===== config.mk =====
export PLATFORM = sky130hd
export DESIGN_NAME = cmm_host_flat
export DESIGN_NICKNAME = d
export VERILOG_FILES = /design/src/rtl/cmm_pkg.sv /design/src/rtl/cmm_if.sv /design/src/rtl/cmm_host.sv /design/src/flat_wrapper.sv
export VERILOG_INCLUDE_DIRS = /design/src /design/src/rtl
export SDC_FILE = /design/constraint.sdc
export NUM_CORES = 1
export LEC_CHECK = 0
export BUFFER_PORTS_ARGS = -buffer_cell sky130_fd_sc_hd__clkbuf_2
export CORE_ASPECT_RATIO = 1.75
export CORE_UTILIZATION = 50
export DETAILED_ROUTE_END_ITERATION = 16
export PLACE_DENSITY = 0.77
export REMOVE_ABC_BUFFERS = 1
export SLEW_MARGIN = 20
export SYNTH_ARGS = -nofsm -noshare
export SYNTH_HDL_FRONTEND = slang
export SYNTH_SLANG_ARGS = --single-unit

===== constraint.sdc =====
create_clock -name aclk -period 1.9 [get_ports aclk]
set_input_delay 0.19 -clock aclk [delete_from_list [all_inputs] [get_ports aclk]]
set_output_delay 0.19 -clock aclk [all_outputs]
set_load 0.02 [all_outputs]

===== src/rtl/cmm_defs.svh =====
// constants shared by the colour matrix multiplier ends
`ifndef CMM_DEFS_SVH
`define CMM_DEFS_SVH
// ----------------------------------------
// datapath widths and timing
// ----------------------------------------
`define CMM_DATA_W 12
`define CMM_COEF_W 10
`define CMM_PROD_W 22
`define CMM_ACC_W 24
`define CMM_FRAC_BITS 9
`define CMM_ROUND_HALF 24'h000100
`define CMM_LATENCY 5
`define CMM_CHANS 3
`define CMM_WIDE_W 16
`define CMM_DATA_MAX 16'sh07ff
`define CMM_DATA_MIN 16'shf800
// ----------------------------------------
// coefficient write select codes
// ----------------------------------------
`define CMM_SEL_HOLD 2'h0
`define CMM_SEL_ONE 2'h1
`define CMM_SEL_TWO 2'h2
`define CMM_SEL_THREE 2'h3
// ----------------------------------------
// controller register map
// ----------------------------------------
`define CMM_REG_COEF 4'h0
`define CMM_REG_CMD 4'h4
`define CMM_REG_SCALE 4'h8
`define CMM_REG_STATUS 4'hc
`define CMM_COEF_RST 32'h00000000
`define CMM_SCALE_RST 2'h0
`define CMM_RESP_OKAY 2'h0
`define CMM_RESP_SLVERR 2'h2
`endif


===== src/rtl/cmm_pkg.sv =====
// types shared by the colour matrix multiplier ends
`include "cmm_defs.svh"
package cmm_pkg;
  typedef logic signed [`CMM_DATA_W-1:0] data_t;
  typedef logic signed [`CMM_COEF_W-1:0] coef_t;
  typedef logic signed [`CMM_PROD_W-1:0] prod_t;
  typedef logic signed [`CMM_ACC_W-1:0] acc_t;
  typedef enum logic [1:0] {
    SEL_HOLD = `CMM_SEL_HOLD,
    SEL_ONE = `CMM_SEL_ONE,
    SEL_TWO = `CMM_SEL_TWO,
    SEL_THREE = `CMM_SEL_THREE
  } sel_t;
endpackage


===== src/rtl/cmm_if.sv =====
// pixel and coefficient link between the matrix multiplier and its host
`timescale 1ns/100ps
`include "cmm_defs.svh"
interface cmm_if
(
  input wire logic aclk,
  input wire logic aresetn
);
  logic [`CMM_DATA_W-1:0] in_chan_first;
  logic [`CMM_DATA_W-1:0] in_chan_second;
  logic [`CMM_DATA_W-1:0] in_chan_third;
  logic [`CMM_COEF_W-1:0] coef_port_first;
  logic [`CMM_COEF_W-1:0] coef_port_second;
  logic [`CMM_COEF_W-1:0] coef_port_third;
  logic [1:0] coef_write_select;
  logic [`CMM_DATA_W-1:0] out_chan_first;
  logic [`CMM_DATA_W-1:0] out_chan_second;
  logic [`CMM_DATA_W-1:0] out_chan_third;

  modport dev
  (
    input aclk, aresetn,
    input in_chan_first, in_chan_second, in_chan_third,
    input coef_port_first, coef_port_second, coef_port_third,
    input coef_write_select,
    output out_chan_first, out_chan_second, out_chan_third
  );

  modport host
  (
    input aclk, aresetn,
    output in_chan_first, in_chan_second, in_chan_third,
    output coef_port_first, coef_port_second, coef_port_third,
    output coef_write_select,
    input out_chan_first, out_chan_second, out_chan_third
  );
endinterface // cmm_if


===== src/rtl/cmm_host.sv =====
// host end: AXI4-Lite controlled pixel source and sink for the multiplier
`timescale 1ns/100ps
`include "cmm_defs.svh"
module cmm_host
#(
  parameter int IN_W = `CMM_DATA_W,
  parameter int SCALE_W = 2
)
(
  cmm_if.host link,
  input wire logic awvalid,
  output logic awready,
  input wire logic [31:0] awaddr,
  input wire logic wvalid,
  output logic wready,
  input wire logic [31:0] wdata,
  input wire logic [3:0] wstrb,
  output logic bvalid,
  input wire logic bready,
  output logic [1:0] bresp,
  input wire logic arvalid,
  output logic arready,
  input wire logic [31:0] araddr,
  output logic rvalid,
  input wire logic rready,
  output logic [31:0] rdata,
  output logic [1:0] rresp,
  input wire logic pix_in_valid,
  input wire logic [IN_W-1:0] pix_in_first,
  input wire logic [IN_W-1:0] pix_in_second,
  input wire logic [IN_W-1:0] pix_in_third,
  output logic pix_out_valid,
  output logic [`CMM_DATA_W-1:0] pix_out_first,
  output logic [`CMM_DATA_W-1:0] pix_out_second,
  output logic [`CMM_DATA_W-1:0] pix_out_third
);

  // ----------------------------------------
  // helpers
  // ----------------------------------------
  // sign-extend, upscale, then clamp so the upscaled word fits the 12-bit link word
  function automatic cmm_pkg::data_t to_link
  (
    input logic [IN_W-1:0] v,
    input logic [SCALE_W-1:0] sh
  );
    logic signed [`CMM_WIDE_W-1:0] w;
    w = `CMM_WIDE_W'(signed'(v));
    w = w <<< sh;
    if (w > `CMM_DATA_MAX)
      to_link = cmm_pkg::data_t'(`CMM_DATA_MAX);
    else if (w < `CMM_DATA_MIN)
      to_link = cmm_pkg::data_t'(`CMM_DATA_MIN);
    else
      to_link = w[`CMM_DATA_W-1:0];
  endfunction

  function automatic logic [31:0] merge
  (
    input logic [31:0] old,
    input logic [31:0] nw,
    input logic [3:0] strb
  );
    merge = old;
    for (int b = 0; b < 4; b++)
    begin
      if (strb[b])
        merge[8*b +: 8] = nw[8*b +: 8];
    end
  endfunction

  // ----------------------------------------
  // AXI4-Lite slave and registers
  // ----------------------------------------
  logic aw_have_ff, nxt_aw_have, w_have_ff, nxt_w_have;
  logic [3:0] waddr_ff, nxt_waddr;
  logic [31:0] wdata_ff, nxt_wdata;
  logic [3:0] wstrb_ff, nxt_wstrb;
  logic awready_ff, nxt_awready, wready_ff, nxt_wready;
  logic bvalid_ff, nxt_bvalid, arready_ff, nxt_arready, rvalid_ff, nxt_rvalid;
  logic [1:0] bresp_ff, nxt_bresp, rresp_ff, nxt_rresp;
  logic [31:0] rdata_ff, nxt_rdata, coef_ff, nxt_coef;
  logic [SCALE_W-1:0] scale_ff, nxt_scale;
  logic [1:0] last_sel_ff, nxt_last_sel;
  logic [7:0] loads_ff, nxt_loads;
  logic [`CMM_LATENCY:0] vld_pipe_ff;
  cmm_pkg::sel_t sel_drv_ff, nxt_sel_drv;
  cmm_pkg::coef_t kdrv_ff [`CMM_CHANS];
  cmm_pkg::coef_t nxt_kdrv [`CMM_CHANS];

  always_comb
  begin
    nxt_aw_have = aw_have_ff | (awvalid & awready_ff);
    nxt_w_have = w_have_ff | (wvalid & wready_ff);
    nxt_waddr = (awvalid & awready_ff) ? awaddr[3:0] : waddr_ff;
    nxt_wdata = (wvalid & wready_ff) ? wdata : wdata_ff;
    nxt_wstrb = (wvalid & wready_ff) ? wstrb : wstrb_ff;
    nxt_bvalid = bvalid_ff & ~bready;
    nxt_bresp = bresp_ff;
    nxt_coef = coef_ff;
    nxt_scale = scale_ff;
    nxt_last_sel = last_sel_ff;
    nxt_loads = loads_ff;
    nxt_sel_drv = cmm_pkg::SEL_HOLD;
    nxt_kdrv = kdrv_ff;
    if (aw_have_ff && w_have_ff && !bvalid_ff)
    begin
      nxt_aw_have = 1'b0;
      nxt_w_have = 1'b0;
      nxt_bvalid = 1'b1;
      nxt_bresp = `CMM_RESP_OKAY;
      case (waddr_ff)
        `CMM_REG_COEF: nxt_coef = merge(coef_ff, wdata_ff, wstrb_ff);
        `CMM_REG_SCALE:
        begin
          if (wstrb_ff[0])
            nxt_scale = wdata_ff[SCALE_W-1:0];
        end
        `CMM_REG_CMD:
        begin
          if (wstrb_ff[0])
          begin
            // one-cycle write pulse; the select drops back to hold after
            nxt_sel_drv = cmm_pkg::sel_t'(wdata_ff[1:0]);
            nxt_last_sel = wdata_ff[1:0];
            nxt_loads = loads_ff + 8'h01;
            for (int p = 0; p < `CMM_CHANS; p++)
            begin
              nxt_kdrv[p] = coef_ff[`CMM_COEF_W*p +: `CMM_COEF_W];
            end
          end
        end
        default: nxt_bresp = `CMM_RESP_SLVERR;
      endcase
    end
    nxt_awready = ~nxt_aw_have & ~nxt_bvalid;
    nxt_wready = ~nxt_w_have & ~nxt_bvalid;
    nxt_rvalid = rvalid_ff & ~rready;
    nxt_rdata = rdata_ff;
    nxt_rresp = rresp_ff;
    if (arvalid && arready_ff)
    begin
      nxt_rvalid = 1'b1;
      nxt_rresp = `CMM_RESP_OKAY;
      case (araddr[3:0])
        `CMM_REG_COEF: nxt_rdata = coef_ff;
        `CMM_REG_SCALE: nxt_rdata = 32'(scale_ff);
        `CMM_REG_CMD: nxt_rdata = {30'h0, last_sel_ff};
        `CMM_REG_STATUS: nxt_rdata = {16'h0, loads_ff, 5'h0, |vld_pipe_ff, last_sel_ff};
        default:
        begin
          nxt_rdata = 32'h0;
          nxt_rresp = `CMM_RESP_SLVERR;
        end
      endcase
    end
    nxt_arready = ~nxt_rvalid;
  end

  always_ff @(posedge link.aclk)
  begin
    if (!link.aresetn)
    begin
      aw_have_ff <= 1'b0;
      w_have_ff <= 1'b0;
      waddr_ff <= 4'h0;
      wdata_ff <= 32'h0;
      wstrb_ff <= 4'h0;
      awready_ff <= 1'b0;
      wready_ff <= 1'b0;
      bvalid_ff <= 1'b0;
      bresp_ff <= `CMM_RESP_OKAY;
      arready_ff <= 1'b0;
      rvalid_ff <= 1'b0;
      rdata_ff <= 32'h0;
      rresp_ff <= `CMM_RESP_OKAY;
      coef_ff <= `CMM_COEF_RST;
      scale_ff <= `CMM_SCALE_RST;
      last_sel_ff <= `CMM_SEL_HOLD;
      loads_ff <= 8'h0;
      sel_drv_ff <= cmm_pkg::SEL_HOLD;
      kdrv_ff <= '{default: '0};
    end
    else
    begin
      aw_have_ff <= nxt_aw_have;
      w_have_ff <= nxt_w_have;
      waddr_ff <= nxt_waddr;
      wdata_ff <= nxt_wdata;
      wstrb_ff <= nxt_wstrb;
      awready_ff <= nxt_awready;
      wready_ff <= nxt_wready;
      bvalid_ff <= nxt_bvalid;
      bresp_ff <= nxt_bresp;
      arready_ff <= nxt_arready;
      rvalid_ff <= nxt_rvalid;
      rdata_ff <= nxt_rdata;
      rresp_ff <= nxt_rresp;
      coef_ff <= nxt_coef;
      scale_ff <= nxt_scale;
      last_sel_ff <= nxt_last_sel;
      loads_ff <= nxt_loads;
      sel_drv_ff <= nxt_sel_drv;
      kdrv_ff <= nxt_kdrv;
    end
  end

  // ----------------------------------------
  // pixel path
  // ----------------------------------------
  cmm_pkg::data_t drv_ff [`CMM_CHANS];
  cmm_pkg::data_t nxt_drv [`CMM_CHANS];
  cmm_pkg::data_t pout_ff [`CMM_CHANS];
  cmm_pkg::data_t nxt_pout [`CMM_CHANS];
  logic drv_vld_ff, pout_vld_ff;
  logic [`CMM_LATENCY:0] nxt_vld_pipe;

  // drive words update every cycle; valid tracks the fixed device latency
  always_comb
  begin
    nxt_drv[0] = to_link(pix_in_first, scale_ff);
    nxt_drv[1] = to_link(pix_in_second, scale_ff);
    nxt_drv[2] = to_link(pix_in_third, scale_ff);
    nxt_vld_pipe = {vld_pipe_ff[`CMM_LATENCY-1:0], drv_vld_ff};
    // link words are plain vectors; sign them so the down-shift is arithmetic
    nxt_pout[0] = $signed(link.out_chan_first) >>> scale_ff;
    nxt_pout[1] = $signed(link.out_chan_second) >>> scale_ff;
    nxt_pout[2] = $signed(link.out_chan_third) >>> scale_ff;
  end

  always_ff @(posedge link.aclk)
  begin
    drv_ff <= nxt_drv;
    pout_ff <= nxt_pout;
    if (!link.aresetn)
    begin
      drv_vld_ff <= 1'b0;
      vld_pipe_ff <= '0;
      pout_vld_ff <= 1'b0;
    end
    else
    begin
      drv_vld_ff <= pix_in_valid;
      vld_pipe_ff <= nxt_vld_pipe;
      pout_vld_ff <= vld_pipe_ff[`CMM_LATENCY];
    end
  end

  assign link.in_chan_first = drv_ff[0];
  assign link.in_chan_second = drv_ff[1];
  assign link.in_chan_third = drv_ff[2];
  assign link.coef_port_first = kdrv_ff[0];
  assign link.coef_port_second = kdrv_ff[1];
  assign link.coef_port_third = kdrv_ff[2];
  assign link.coef_write_select = sel_drv_ff;
  assign awready = awready_ff;
  assign wready = wready_ff;
  assign bvalid = bvalid_ff;
  assign bresp = bresp_ff;
  assign arready = arready_ff;
  assign rvalid = rvalid_ff;
  assign rdata = rdata_ff;
  assign rresp = rresp_ff;
  assign pix_out_valid = pout_vld_ff;
  assign pix_out_first = pout_ff[0];
  assign pix_out_second = pout_ff[1];
  assign pix_out_third = pout_ff[2];

endmodule // cmm_host


===== src/flat_wrapper.sv =====
// flat-port wrapper written by rule: the top's interface ports become plain ports
module cmm_host_flat 
#(
  parameter int IN_W = `CMM_DATA_W,
  parameter int SCALE_W = 2
)
  (awvalid, awready, awaddr, wvalid, wready, wdata, wstrb, bvalid, bready, bresp, arvalid, arready, araddr, rvalid, rready, rdata, rresp, pix_in_valid, pix_in_first, pix_in_second, pix_in_third, pix_out_valid, pix_out_first, pix_out_second, pix_out_third, aclk, aresetn, link_in_chan_first, link_in_chan_second, link_in_chan_third, link_coef_port_first, link_coef_port_second, link_coef_port_third, link_coef_write_select, link_out_chan_first, link_out_chan_second, link_out_chan_third);
  cmm_if link_i (.aclk(aclk), .aresetn(aresetn));
  input wire logic awvalid;
  output logic awready;
  input wire logic [31:0] awaddr;
  input wire logic wvalid;
  output logic wready;
  input wire logic [31:0] wdata;
  input wire logic [3:0] wstrb;
  output logic bvalid;
  input wire logic bready;
  output logic [1:0] bresp;
  input wire logic arvalid;
  output logic arready;
  input wire logic [31:0] araddr;
  output logic rvalid;
  input wire logic rready;
  output logic [31:0] rdata;
  output logic [1:0] rresp;
  input wire logic pix_in_valid;
  input wire logic [IN_W-1:0] pix_in_first;
  input wire logic [IN_W-1:0] pix_in_second;
  input wire logic [IN_W-1:0] pix_in_third;
  output logic pix_out_valid;
  output logic [`CMM_DATA_W-1:0] pix_out_first;
  output logic [`CMM_DATA_W-1:0] pix_out_second;
  output logic [`CMM_DATA_W-1:0] pix_out_third;
  input wire logic aclk;
  input wire logic aresetn;
  output wire logic [$bits(link_i.in_chan_first)-1:0] link_in_chan_first;
  output wire logic [$bits(link_i.in_chan_second)-1:0] link_in_chan_second;
  output wire logic [$bits(link_i.in_chan_third)-1:0] link_in_chan_third;
  output wire logic [$bits(link_i.coef_port_first)-1:0] link_coef_port_first;
  output wire logic [$bits(link_i.coef_port_second)-1:0] link_coef_port_second;
  output wire logic [$bits(link_i.coef_port_third)-1:0] link_coef_port_third;
  output wire logic [$bits(link_i.coef_write_select)-1:0] link_coef_write_select;
  input wire logic [$bits(link_i.out_chan_first)-1:0] link_out_chan_first;
  input wire logic [$bits(link_i.out_chan_second)-1:0] link_out_chan_second;
  input wire logic [$bits(link_i.out_chan_third)-1:0] link_out_chan_third;
  assign link_in_chan_first = link_i.in_chan_first;
  assign link_in_chan_second = link_i.in_chan_second;
  assign link_in_chan_third = link_i.in_chan_third;
  assign link_coef_port_first = link_i.coef_port_first;
  assign link_coef_port_second = link_i.coef_port_second;
  assign link_coef_port_third = link_i.coef_port_third;
  assign link_coef_write_select = link_i.coef_write_select;
  assign link_i.out_chan_first = link_out_chan_first;
  assign link_i.out_chan_second = link_out_chan_second;
  assign link_i.out_chan_third = link_out_chan_third;
  cmm_host #(.IN_W(IN_W), .SCALE_W(SCALE_W)) u_core (.link(link_i), .awvalid(awvalid), .awready(awready), .awaddr(awaddr), .wvalid(wvalid), .wready(wready), .wdata(wdata), .wstrb(wstrb), .bvalid(bvalid), .bready(bready), .bresp(bresp), .arvalid(arvalid), .arready(arready), .araddr(araddr), .rvalid(rvalid), .rready(rready), .rdata(rdata), .rresp(rresp), .pix_in_valid(pix_in_valid), .pix_in_first(pix_in_first), .pix_in_second(pix_in_second), .pix_in_third(pix_in_third), .pix_out_valid(pix_out_valid), .pix_out_first(pix_out_first), .pix_out_second(pix_out_second), .pix_out_third(pix_out_third));
endmodule

==> flow_summary_export.csv, run 1 <==
group,metric,value,unit
sta,rsz0062_at_grt,"no",
worst_setup_path,critPathMaxFanout,13,
worst_setup_path,cp_slowest_cell,"or4b_4",
sta,fin_crit_sh,0.884,
yosys,synth-simple-area-share,0.142,
floorplanning,die_w,106,µm
placement,placedInstanceArea,11200,µm²
global_route,grt.busiest_layer,"met2",
placement,io_buffers,267,
global_route,overflow,0,
final_layout,ff_latch_area,4750,µm²
hold_path,hold_class,"primary input to flop",
global_route,grt_pass1_wl,43.2,mm
final_layout,syn_to_final_growth,31.5,%
yosys,synth_cell_type_count,46,
yosys,avgSynthCellArea,9.57,µm²
worst_setup_path,cp-end-kind,"flop",
floorplanning,die_area,19600,µm²
floorplanning,initial_core_util,0.511,
worst_setup_path,worstPathRequired,2.32,ns
global_route,grt_pass1_vias,8799,
worst_setup_path,critPathKind,"flop to flop",
global_route,grt_util_met3,0.0573,
power_and_ir_drop,clkPwrFrac,0.421,
final_layout,final_nets,1469,
sta,worst_slack,0.221,ns
clock_network,clock_path_buffers,3,
drt,dr.pass1.iters,5,
yosys,syn-cell-area,9500,µm²
worst_setup_path,cp_slowest_stage_delay,0.62,ns
clock_network,numCtsBuffers,22,
drt,drc,0,
drt,wirelength,27.6,mm
sta,min_period,1.68,ns
final_layout,design_area,12500,µm²
worst_setup_path,crit_buf_inv,0,
power_and_ir_drop,p_leak,4.97,nW
yosys,muxShareOfSynthArea,0.134,
yosys,synthCells,993,
worst_setup_path,timing.critical_path.arrival,2.10,ns
sta,fmax,596,MHz
clock_network,clk_pin_slew,0.06,ns
sta,finClkSkew,0.0103,ns
yosys,synth-compound-area-share,0.176,
clock_network,cts_tree,"done",
placement,globalplace.congestion,0.934,
outcome,status,"completed",
power_and_ir_drop,total_power,10.7,mW
yosys,synth_top_family_by_area,"compound AO/OA/AOI/OAI gates",
power_and_ir_drop,intPower,8.22,mW
global_route,grt_util_met2,0.518,
worst_setup_path,crit_family,"simple AND/OR/NAND/NOR gates",
worst_setup_path,start_kind,"flop",
yosys,yosysWarnings,0,
floorplanning,io-pin-count,326,
power_and_ir_drop,powerDensity,860,nW/µm²
final_layout,drive_above_1_share,0.312,
yosys,synth_adder_area_share,0.00132,
floorplanning,die_h,184,µm
clock_network,h-tree-depth,1,
drt,wl_per_cell,17.9,µm
sta,hold_violations,0,
clock_network,clockRootBuffer,"clkbuf_16",
power_and_ir_drop,p_comb_frac,0.097,
placement,dp_hpwl,18.8,mm
global_route,grt_use_met1,0.282,
yosys,synth_xor_area_frac,0,
sta,setup_viol,0,
worst_setup_path,path_cells,"or4b_4, or4_1, a21oi_1",
drt,routed-via-count,8833,
power_and_ir_drop,ir_drop,0.834,mV
floorplanning,row_count,66,
yosys,synth_seq_cells,237,
final_layout,multi_input_area,4350,µm²
placement,pre_cts_slack,-0.0311,ns
power_and_ir_drop,seqPwrFrac,0.482,
global_route,antenna_found_initial,0,
drt,drtAntennaViolNets,0,
global_route,grt_use_total,0.275,
global_route,grt_max_degree,68,
yosys,yosysSeqAreaShare,0.499,
power_and_ir_drop,swShare,0.235,
power_and_ir_drop,p_switching,2.52,mW
clock_network,clkLatencyLatePin,0.50,ns
drt,initialDrtViolationCount,488,
floorplanning,core_area,18600,µm²
run,maxCapViolations,0,
final_layout,num-fill-cells,1461,
drt,viasPerCell,5.74,
sta,slew_viol_final,0,
clock_network,cts_sinks,237,
-- worst reg2reg max path, cell delays in order, from the launching register on --
cell     delay [ns]
dfxtp_1        0.31
or4b_4         0.62
or4_1          0.52
a21oi_1        0.15
-- final timing paths --
kind,end,from,cells after the start,slack (ns)
max,u_core.loads_ff[3],u_core.waddr_ff[0],3,0.22
min,u_core.waddr_ff[1],awvalid,3,0.02
max reg2reg,u_core.loads_ff[3],u_core.waddr_ff[0],3,0.22
min reg2reg,u_core.vld_pipe_ff[0],u_core.drv_vld_ff,1,0.45
-- metrics by stage --
stage	util	cells	TNS, ns	hold WS [ns]
floorplan	-	902	-419.46	0.218
global placement	0.602	1447	-0.0386	0.340
detailed placement	0.602	1447	-0.0311	0.341
CTS	0.672	1538	0	0.00820
global route	0.672	1538	0	0.0187
finish	0.672	1539	0	0.0250
-- registers in the layout (all words and copies together), names as in the netlist, 4 cells and up --
register and cells:
u_core.pix_out_first 12, u_core.coef_ff 32, u_core.wstrb_ff 4, u_core.pix_out_third 12, u_core.link.coef_port_second 10, u_core.link.in_chan_third 12, u_core.pix_out_second 12, u_core.link.in_chan_second 12
u_core.link.in_chan_first 12, u_core.link.coef_port_first 10, u_core.wdata_ff 32, u_core.vld_pipe_ff 6, u_core.waddr_ff 4, u_core.loads_ff 8, u_core.link.coef_port_third 10, u_core.rdata 32
-- cell usage after synthesis, drive strengths merged --
library cell	n	area (µm²)
o21ai	83	415
nand2b	13	81.3
nor3	3	15.0
a211oi	16	120
mux4	34	766
a2111oi	1	8.76
and3	6	37.5
mux2	25	282
mux2i	23	230
or4	3	22.5
o311ai	1	8.76
a21boi	1	7.51
or3	2	12.5
and2	11	68.8
or4b	1	10.0
buf	29	139
o22a	3	26.3
nand2	109	409
o41ai	1	8.76
dfxtp	237	4740
o211a	1	10.0
a221oi	1	8.76
nor4b	1	8.76
a32oi	21	184
nand4	1	6.26
a22oi	11	82.6
o31ai	19	143
inv	17	63.8
clkbuf	63	236
ha	1	12.5
a21oi	127	636
nor4	3	18.8
nand3b	1	7.51
nor3b	1	7.51
and4b	2	20.0
conb	1	3.75
nor4bb	5	50.1
nor2b	5	31.3
a2bb2oi	2	17.5
nor2	27	101
nand4b	2	17.5
nand4bb	4	45.0
nand3	75	375
-- area by class of cell --
cell class,count,area share
diodes,1,0.000200
well taps,238,0.0238
clock buffers,31,0.0525
flip-flops and latches,237,0.380
inverters,17,0.00531
multi-input cells,648,0.348
repair buffers,362,0.183
clock inverters,5,0.00671
-- power by group through the flow --
stage                     Combinational, mW  Sequential, mW  Clock [mW]
after floorplan                       0.335            5.40           0
after global placement                0.915            5.28           0
after detailed placement              0.932            5.28           0
after CTS                              1.03            5.17        4.61
after global routing                   1.11            5.19        4.79
final                                  1.04            5.17        4.52
-- what timing repair did --
item	4_1_cts	5_1_grt
endpoints found under the hold margin	58	0
setup endpoints to repair	6	0
buffers inserted	0	0
resized for setup	2	0
hold buffers	55	0
-- layout by cell type, fill, tap and decap left out, drive strengths merged, types with 2 or more instances in the layout --
master,synthesis,layout
buf,29,40
dlygate4sd3,0,55
a2bb2oi,2,2
a32oi,21,21
or4,3,3
nor2,27,27
and4b,2,2
or3,2,2
o31ai,19,19
nand2b,13,13
inv,17,18
a211oi,16,16
nand4bb,4,4
o21ai,83,83
clkbuf,63,298
a22oi,11,11
bufinv,0,2
nor2b,5,5
and2,11,11
mux2,25,25
conb,1,2
dfxtp,237,237
a21oi,127,127
o22a,3,3
mux4,34,34
and3,6,6
nor3,3,3
nand3,75,75
nand4b,2,2
nor4bb,5,5
mux2i,23,23
nand2,109,109
clkinvlp,0,2
nor4,3,3
-- layer usage --
layer | wire length (µm) | vias to the layer above
li1 | - | 4184
met3 | 2040 | 73
met4 | 1190 | 0
met5 | 0 | -
met1 | 9480 | 4162
met2 | 14900 | 414
-- kinds of logic after synthesis --
family / after synthesis
AO/OA/AOI/OAI: 288
AND/OR/NAND/NOR: 275
flip-flops: 237
buffers and inverters: 109
multiplexers: 82
adder cells (fa/ha/maj): 1
other: 1
Power figures use the tool's default switching activity.
==> run 2, diff against run 1 <==
- BUFFER_PORTS_ARGS: -buffer_cell sky130_fd_sc_hd__clkbuf_2 -> not set
- CORE_MARGIN: not set -> 3
- DONT_BUFFER_PORTS: not set -> 1
- PLACE_DENSITY: 0.77 -> 0.62
==> flow_summary_export.csv, run 2 (synthesis gave the netlist of run 1 again) <==
group,metric,value,unit
outcome,status,"completed",
sta,finClkSkew,0.0115,ns
clock_network,clockRootBuffer,"clkbuf_16",
sta,setup_viol,0,
sta,hold_violations,0,
final_layout,ff_latch_area,4750,µm²
sta,min_period,1.73,ns
drt,viasPerCell,5.93,
floorplanning,die_h,188,µm
sta,fmax,577,MHz
hold_path,hold_class,"primary input to flop",
drt,wl_per_cell,20.6,µm
power_and_ir_drop,total_power,10.0,mW
final_layout,num-fill-cells,1634,
clock_network,clkLatencyLatePin,0.50,ns
sta,rsz0062_at_grt,"no",
drt,drc,0,
clock_network,numCtsBuffers,21,
worst_setup_path,start_kind,"flop",
final_layout,final_common_cell,"dfxtp_1",
floorplanning,core_area,18700,µm²
sta,slew_viol_final,0,
sta,max_slew_margin,0.468,
final_layout,mostFrequentLayoutCells,"dfxtp_1 (235), a21oi_1 (127), nand2_1 (109), dlygate4sd3_1 (93), o21ai_0 (83)",
drt,drtAntennaViolNets,0,
global_route,grt_use_total,0.259,
worst_setup_path,cp-end-kind,"flop",
sta,worst_slew_pin_slew,0.796,ns
final_layout,multi_input_area,4350,µm²
clock_network,clk_pin_slew,0.07,ns
power_and_ir_drop,ir_drop,0.680,mV
drt,routed-via-count,7828,
power_and_ir_drop,powerDensity,871,nW/µm²
floorplanning,io-pin-count,326,
drt,initialDrtViolationCount,604,
floorplanning,die_area,20800,µm²
clock_network,h-tree-depth,1,
sta,worst_slack,0.166,ns
floorplanning,initial_core_util,0.509,
worst_setup_path,timing.critical_path.arrival,2.16,ns
run,maxCapViolations,0,
worst_setup_path,critPathMaxFanout,13,
final_layout,syn_to_final_growth,21.2,%
final_layout,drive_above_1_share,0.135,
global_route,overflow,0,
global_route,antenna_found_initial,1,
clock_network,clock_path_buffers,3,
placement,dp.cells,1190,
sta,tns,0,ns
clock_network,cts_sinks,237,
drt,wirelength,27.2,mm
sta,hold-worst-slack,0.0229,ns
global_route,grt_pass1_vias,8104,
worst_setup_path,critPathKind,"flop to flop",
placement,globalplace.congestion,0.819,
global_route,grt_max_degree,68,
drt,dr.pass1.iters,6,
clock_network,cts_setup_buffers,0,
worst_setup_path,worstPathRequired,2.32,ns
global_route,grt_pass1_wl,43.0,mm
floorplanning,die_w,110,µm
placement,dp_hpwl,18.2,mm
power_and_ir_drop,p_leak,3.99,nW
floorplanning,row_count,66,
sta,fin_crit_sh,0.913,
final_layout,final_nets,1249,
final_layout,fin_cells,1320,
placement,pre_cts_slack,-0.0658,ns
placement,io_buffers,0,
clock_network,cts_tree,"done",
==> run 2: changes by cell type in the layout (fill, tap and decap cells not counted), sizes merged <==
| cell | previous run | this run |
|---|---|---|
| bufinv | 2 | 0 |
| clkbuf | 298 | 29 |
| clkinv | 0 | 6 |
| clkinvlp | 2 | 0 |
| buf | 40 | 50 |
| dlygate4sd3 | 55 | 93 |
==> run 2: critical path, stage by stage (launching register included) <==
cell and delay [ns]:
dfxtp_1 0.32, or4b_4 0.64, nor4_1 0.46, mux2i_1 0.23
==> run 2: repair_timing <==
action / 4_1_cts / 5_1_grt
setup endpoints to repair: 64 / 0
gates resized for setup: 2 / 0
endpoints found under the hold margin: 124 / 0
hold buffers: 93 / 0
==> run 2: per-stage QoR <==
| stage | cell area, µm² | utilization |
|---|---|---|
| after CTS | 11500 | 0.617 |
| after global routing | 11500 | 0.617 |
| after global placement | 9950 | 0.533 |
| after detailed placement | 9950 | 0.533 |
| after floorplan | 9130 | - |
| final | 11500 | 0.617 |
==> run 2: path summary, 6_finish.rpt <==
| kind | depth (start not counted) | start | end | slack (ns) |
|---|---|---|---|---|
| max | 3 | u_core.waddr_ff[0] | u_core.loads_ff[7] | 0.17 |
| min | 3 | araddr[2] | u_core.rdata[2] | 0.02 |
| max reg2reg | 3 | u_core.waddr_ff[0] | u_core.loads_ff[7] | 0.17 |
| min reg2reg | 1 | u_core.vld_pipe_ff[4] | u_core.vld_pipe_ff[5] | 0.45 |
==> run 2: per-layer routing <==
layer / vias to the layer above / wire length, µm / global-route usage
li1: 3741 / - / -
met1: 3731 / 9600 / 0.276
met2: 297 / 14500 / 0.469
met3: 59 / 2140 / 0.0716
met4: 0 / 979 / 0.102
met5: - / 0 / 0
==> run 2: report_power, final <==
part / switching, mW / internal [mW]
registers: 0.202 / 5.11
clock network: 1.83 / 2.17
logic: 0.375 / 0.348
==> run 2: cell type report <==
cell class                      count  area share
Multi-Input combinational cell    648       0.378
Timing Repair Buffer              143       0.124
Sequential cell                   237       0.412
Clock buffer                       29      0.0510
Antenna cell                        1    0.000217
Tap cell                          238      0.0259
Clock inverter                      7     0.00369
Inverter                           17     0.00576
==> run 3, diff against run 2 <==
- CTS_BUF_LIST: not set -> sky130_fd_sc_hd__clkbuf_2 sky130_fd_sc_hd__clkbuf_4 sky130_fd_sc_hd__clkbuf_8
==> flow_summary_export.csv, run 3 (synthesis gave the netlist of run 1 again) <==
group,metric,value,unit
floorplanning,die_area,20800,µm²
final_layout,final_nets,1263,
drt,dr.pass1.iters,4,
global_route,grt_use_total,0.260,
floorplanning,io-pin-count,326,
final_layout,final_common_cell,"dfxtp_1",
floorplanning,initial_core_util,0.509,
worst_setup_path,timing.critical_path.arrival,2.12,ns
sta,worst_slack,0.161,ns
worst_setup_path,cp_slowest_cell,"or4b_4",
placement,dp_hpwl,18.2,mm
power_and_ir_drop,total_power,10.2,mW
global_route,grt_pass1_vias,8248,
placement,pre_cts_slack,-0.0658,ns
final_layout,drive_above_1_share,0.158,
placement,globalplace.congestion,0.819,
sta,worst_slew_pin_slew,0.793,ns
worst_setup_path,worstPathRequired,2.28,ns
final_layout,syn_to_final_growth,22.0,%
sta,rsz0062_at_grt,"no",
drt,drc,0,
drt,viasPerCell,5.90,
worst_setup_path,crit_top_cell,"buf_4",
global_route,grt_pass1_wl,43.2,mm
worst_setup_path,critPathMaxFanout,14,
floorplanning,die_h,188,µm
clock_network,clockRootBuffer,"clkbuf_8",
outcome,status,"completed",
clock_network,cts_tree,"done",
sta,fmax,575,MHz
drt,wirelength,27.3,mm
hold_path,hold_class,"primary input to flop",
floorplanning,row_count,66,
global_route,antenna_found_initial,1,
final_layout,multi_input_area,4350,µm²
sta,min_period,1.74,ns
power_and_ir_drop,p_leak,4.06,nW
worst_setup_path,cp_slowest_stage_delay,0.63,ns
clock_network,clkLatencyLatePin,0.51,ns
drt,initialDrtViolationCount,598,
sta,finClkSkew,0.0251,ns
final_layout,num-fill-cells,1622,
worst_setup_path,cp-startpoint,"u_core.waddr_ff[0]",
drt,routed-via-count,7932,
clock_network,h-tree-depth,2,
clock_network,cts_sinks,237,
clock_network,clk_pin_slew,0.07,ns
worst_setup_path,cp-end-kind,"flop",
worst_setup_path,critPathKind,"flop to flop",
final_layout,ff_latch_area,4750,µm²
sta,setup_viol,0,
placement,io_buffers,0,
clock_network,cts_setup_buffers,0,
global_route,overflow,0,
power_and_ir_drop,ir_drop,0.692,mV
worst_setup_path,start_kind,"flop",
drt,drtAntennaViolNets,0,
drt,wl_per_cell,20.3,µm
floorplanning,core_area,18700,µm²
global_route,grt_max_degree,68,
final_layout,mostFrequentLayoutCells,"dfxtp_1 (235), a21oi_1 (127), nand2_1 (109), dlygate4sd3_1 (94), o21ai_0 (83)",
worst_setup_path,worstReg2RegStart,"u_core.waddr_ff[0]",
hold_path,hold_start,"araddr[3]",
worst_setup_path,path_cells,"or4b_4, buf_4, buf_4, o21ai_0, a21oi_1",
sta,slew_viol_final,0,
sta,hold_violations,0,
run,maxCapViolations,0,
sta,fin_crit_sh,0.915,
sta,max_slew_margin,0.470,
floorplanning,die_w,110,µm
final_layout,postLayoutCoreUtil,0.621,
clock_network,numCtsBuffers,34,
power_and_ir_drop,powerDensity,878,nW/µm²
clock_network,clock_path_buffers,3,
## run 3: worst paths after layout
| kind | endpoint | slack (ns) | cells past startpoint |
|---|---|---|---|
| worst min-delay path | u_core.rdata[0] | 0.03 | 3 |
| worst min register to register | u_core.coef_ff[12] | 0.44 | 2 |
| worst max-delay path | u_core.link.coef_port_first[9] | 0.16 | 5 |
| worst max register to register | u_core.link.coef_port_first[9] | 0.16 | 5 |
## run 3: worst max-delay path: cells and delay by family (launching register included)
kind | cells | cell delay [ns]
and+or+nand+nor | 1 | 0.63
buffers and inverters | 2 | 0.36
DFF | 1 | 0.33
AOI/OAI and AO/OA | 2 | 0.30
## run 3: metal layers
metal | wire [µm] | GRT usage
met4 | 1080 | 0.105
met5 | 0 | 0
met3 | 2330 | 0.0799
met1 | 9380 | 0.274
met2 | 14500 | 0.468
## run 3: power breakdown
group,internal (mW),total (mW),switching [mW]
clock,2.25,4.15,1.89
sequential,5.11,5.31,0.203
combinational,0.348,0.722,0.374
total,7.71,10.2,2.47
## run 3: final cells by class
type / instances / share of cell area
Timing Repair Buffer: 144 / 0.123
Multi-Input combinational cell: 648 / 0.375
Antenna cell: 1 / 0.000216
Tap cell: 238 / 0.0257
Clock inverter: 5 / 0.00237
Inverter: 17 / 0.00572
Sequential cell: 237 / 0.410
Clock buffer: 54 / 0.0582
## run 3: per-stage QoR
| stage | cell area, µm² | hold WS (ns) | instances | TNS, ns |
|---|---|---|---|---|
| after floorplan | 9130 | 0.218 | 902 | -419.46 |
| after global placement | 9950 | 0.218 | 1190 | -2.36 |
| after detailed placement | 9950 | 0.218 | 1190 | -2.72 |
| after CTS | 11600 | 0.0159 | 1343 | 0 |
| after global routing | 11600 | 0.0410 | 1344 | 0 |
| final | 11600 | 0.0285 | 1344 | 0 |
## run 3: timing repair
| action | CTS | global route |
|---|---|---|
| setup endpoints to repair | 64 | 0 |
| resized for setup | 1 | 0 |
| hold buffers | 94 | 0 |
| endpoints found under the hold margin | 125 | 0 |
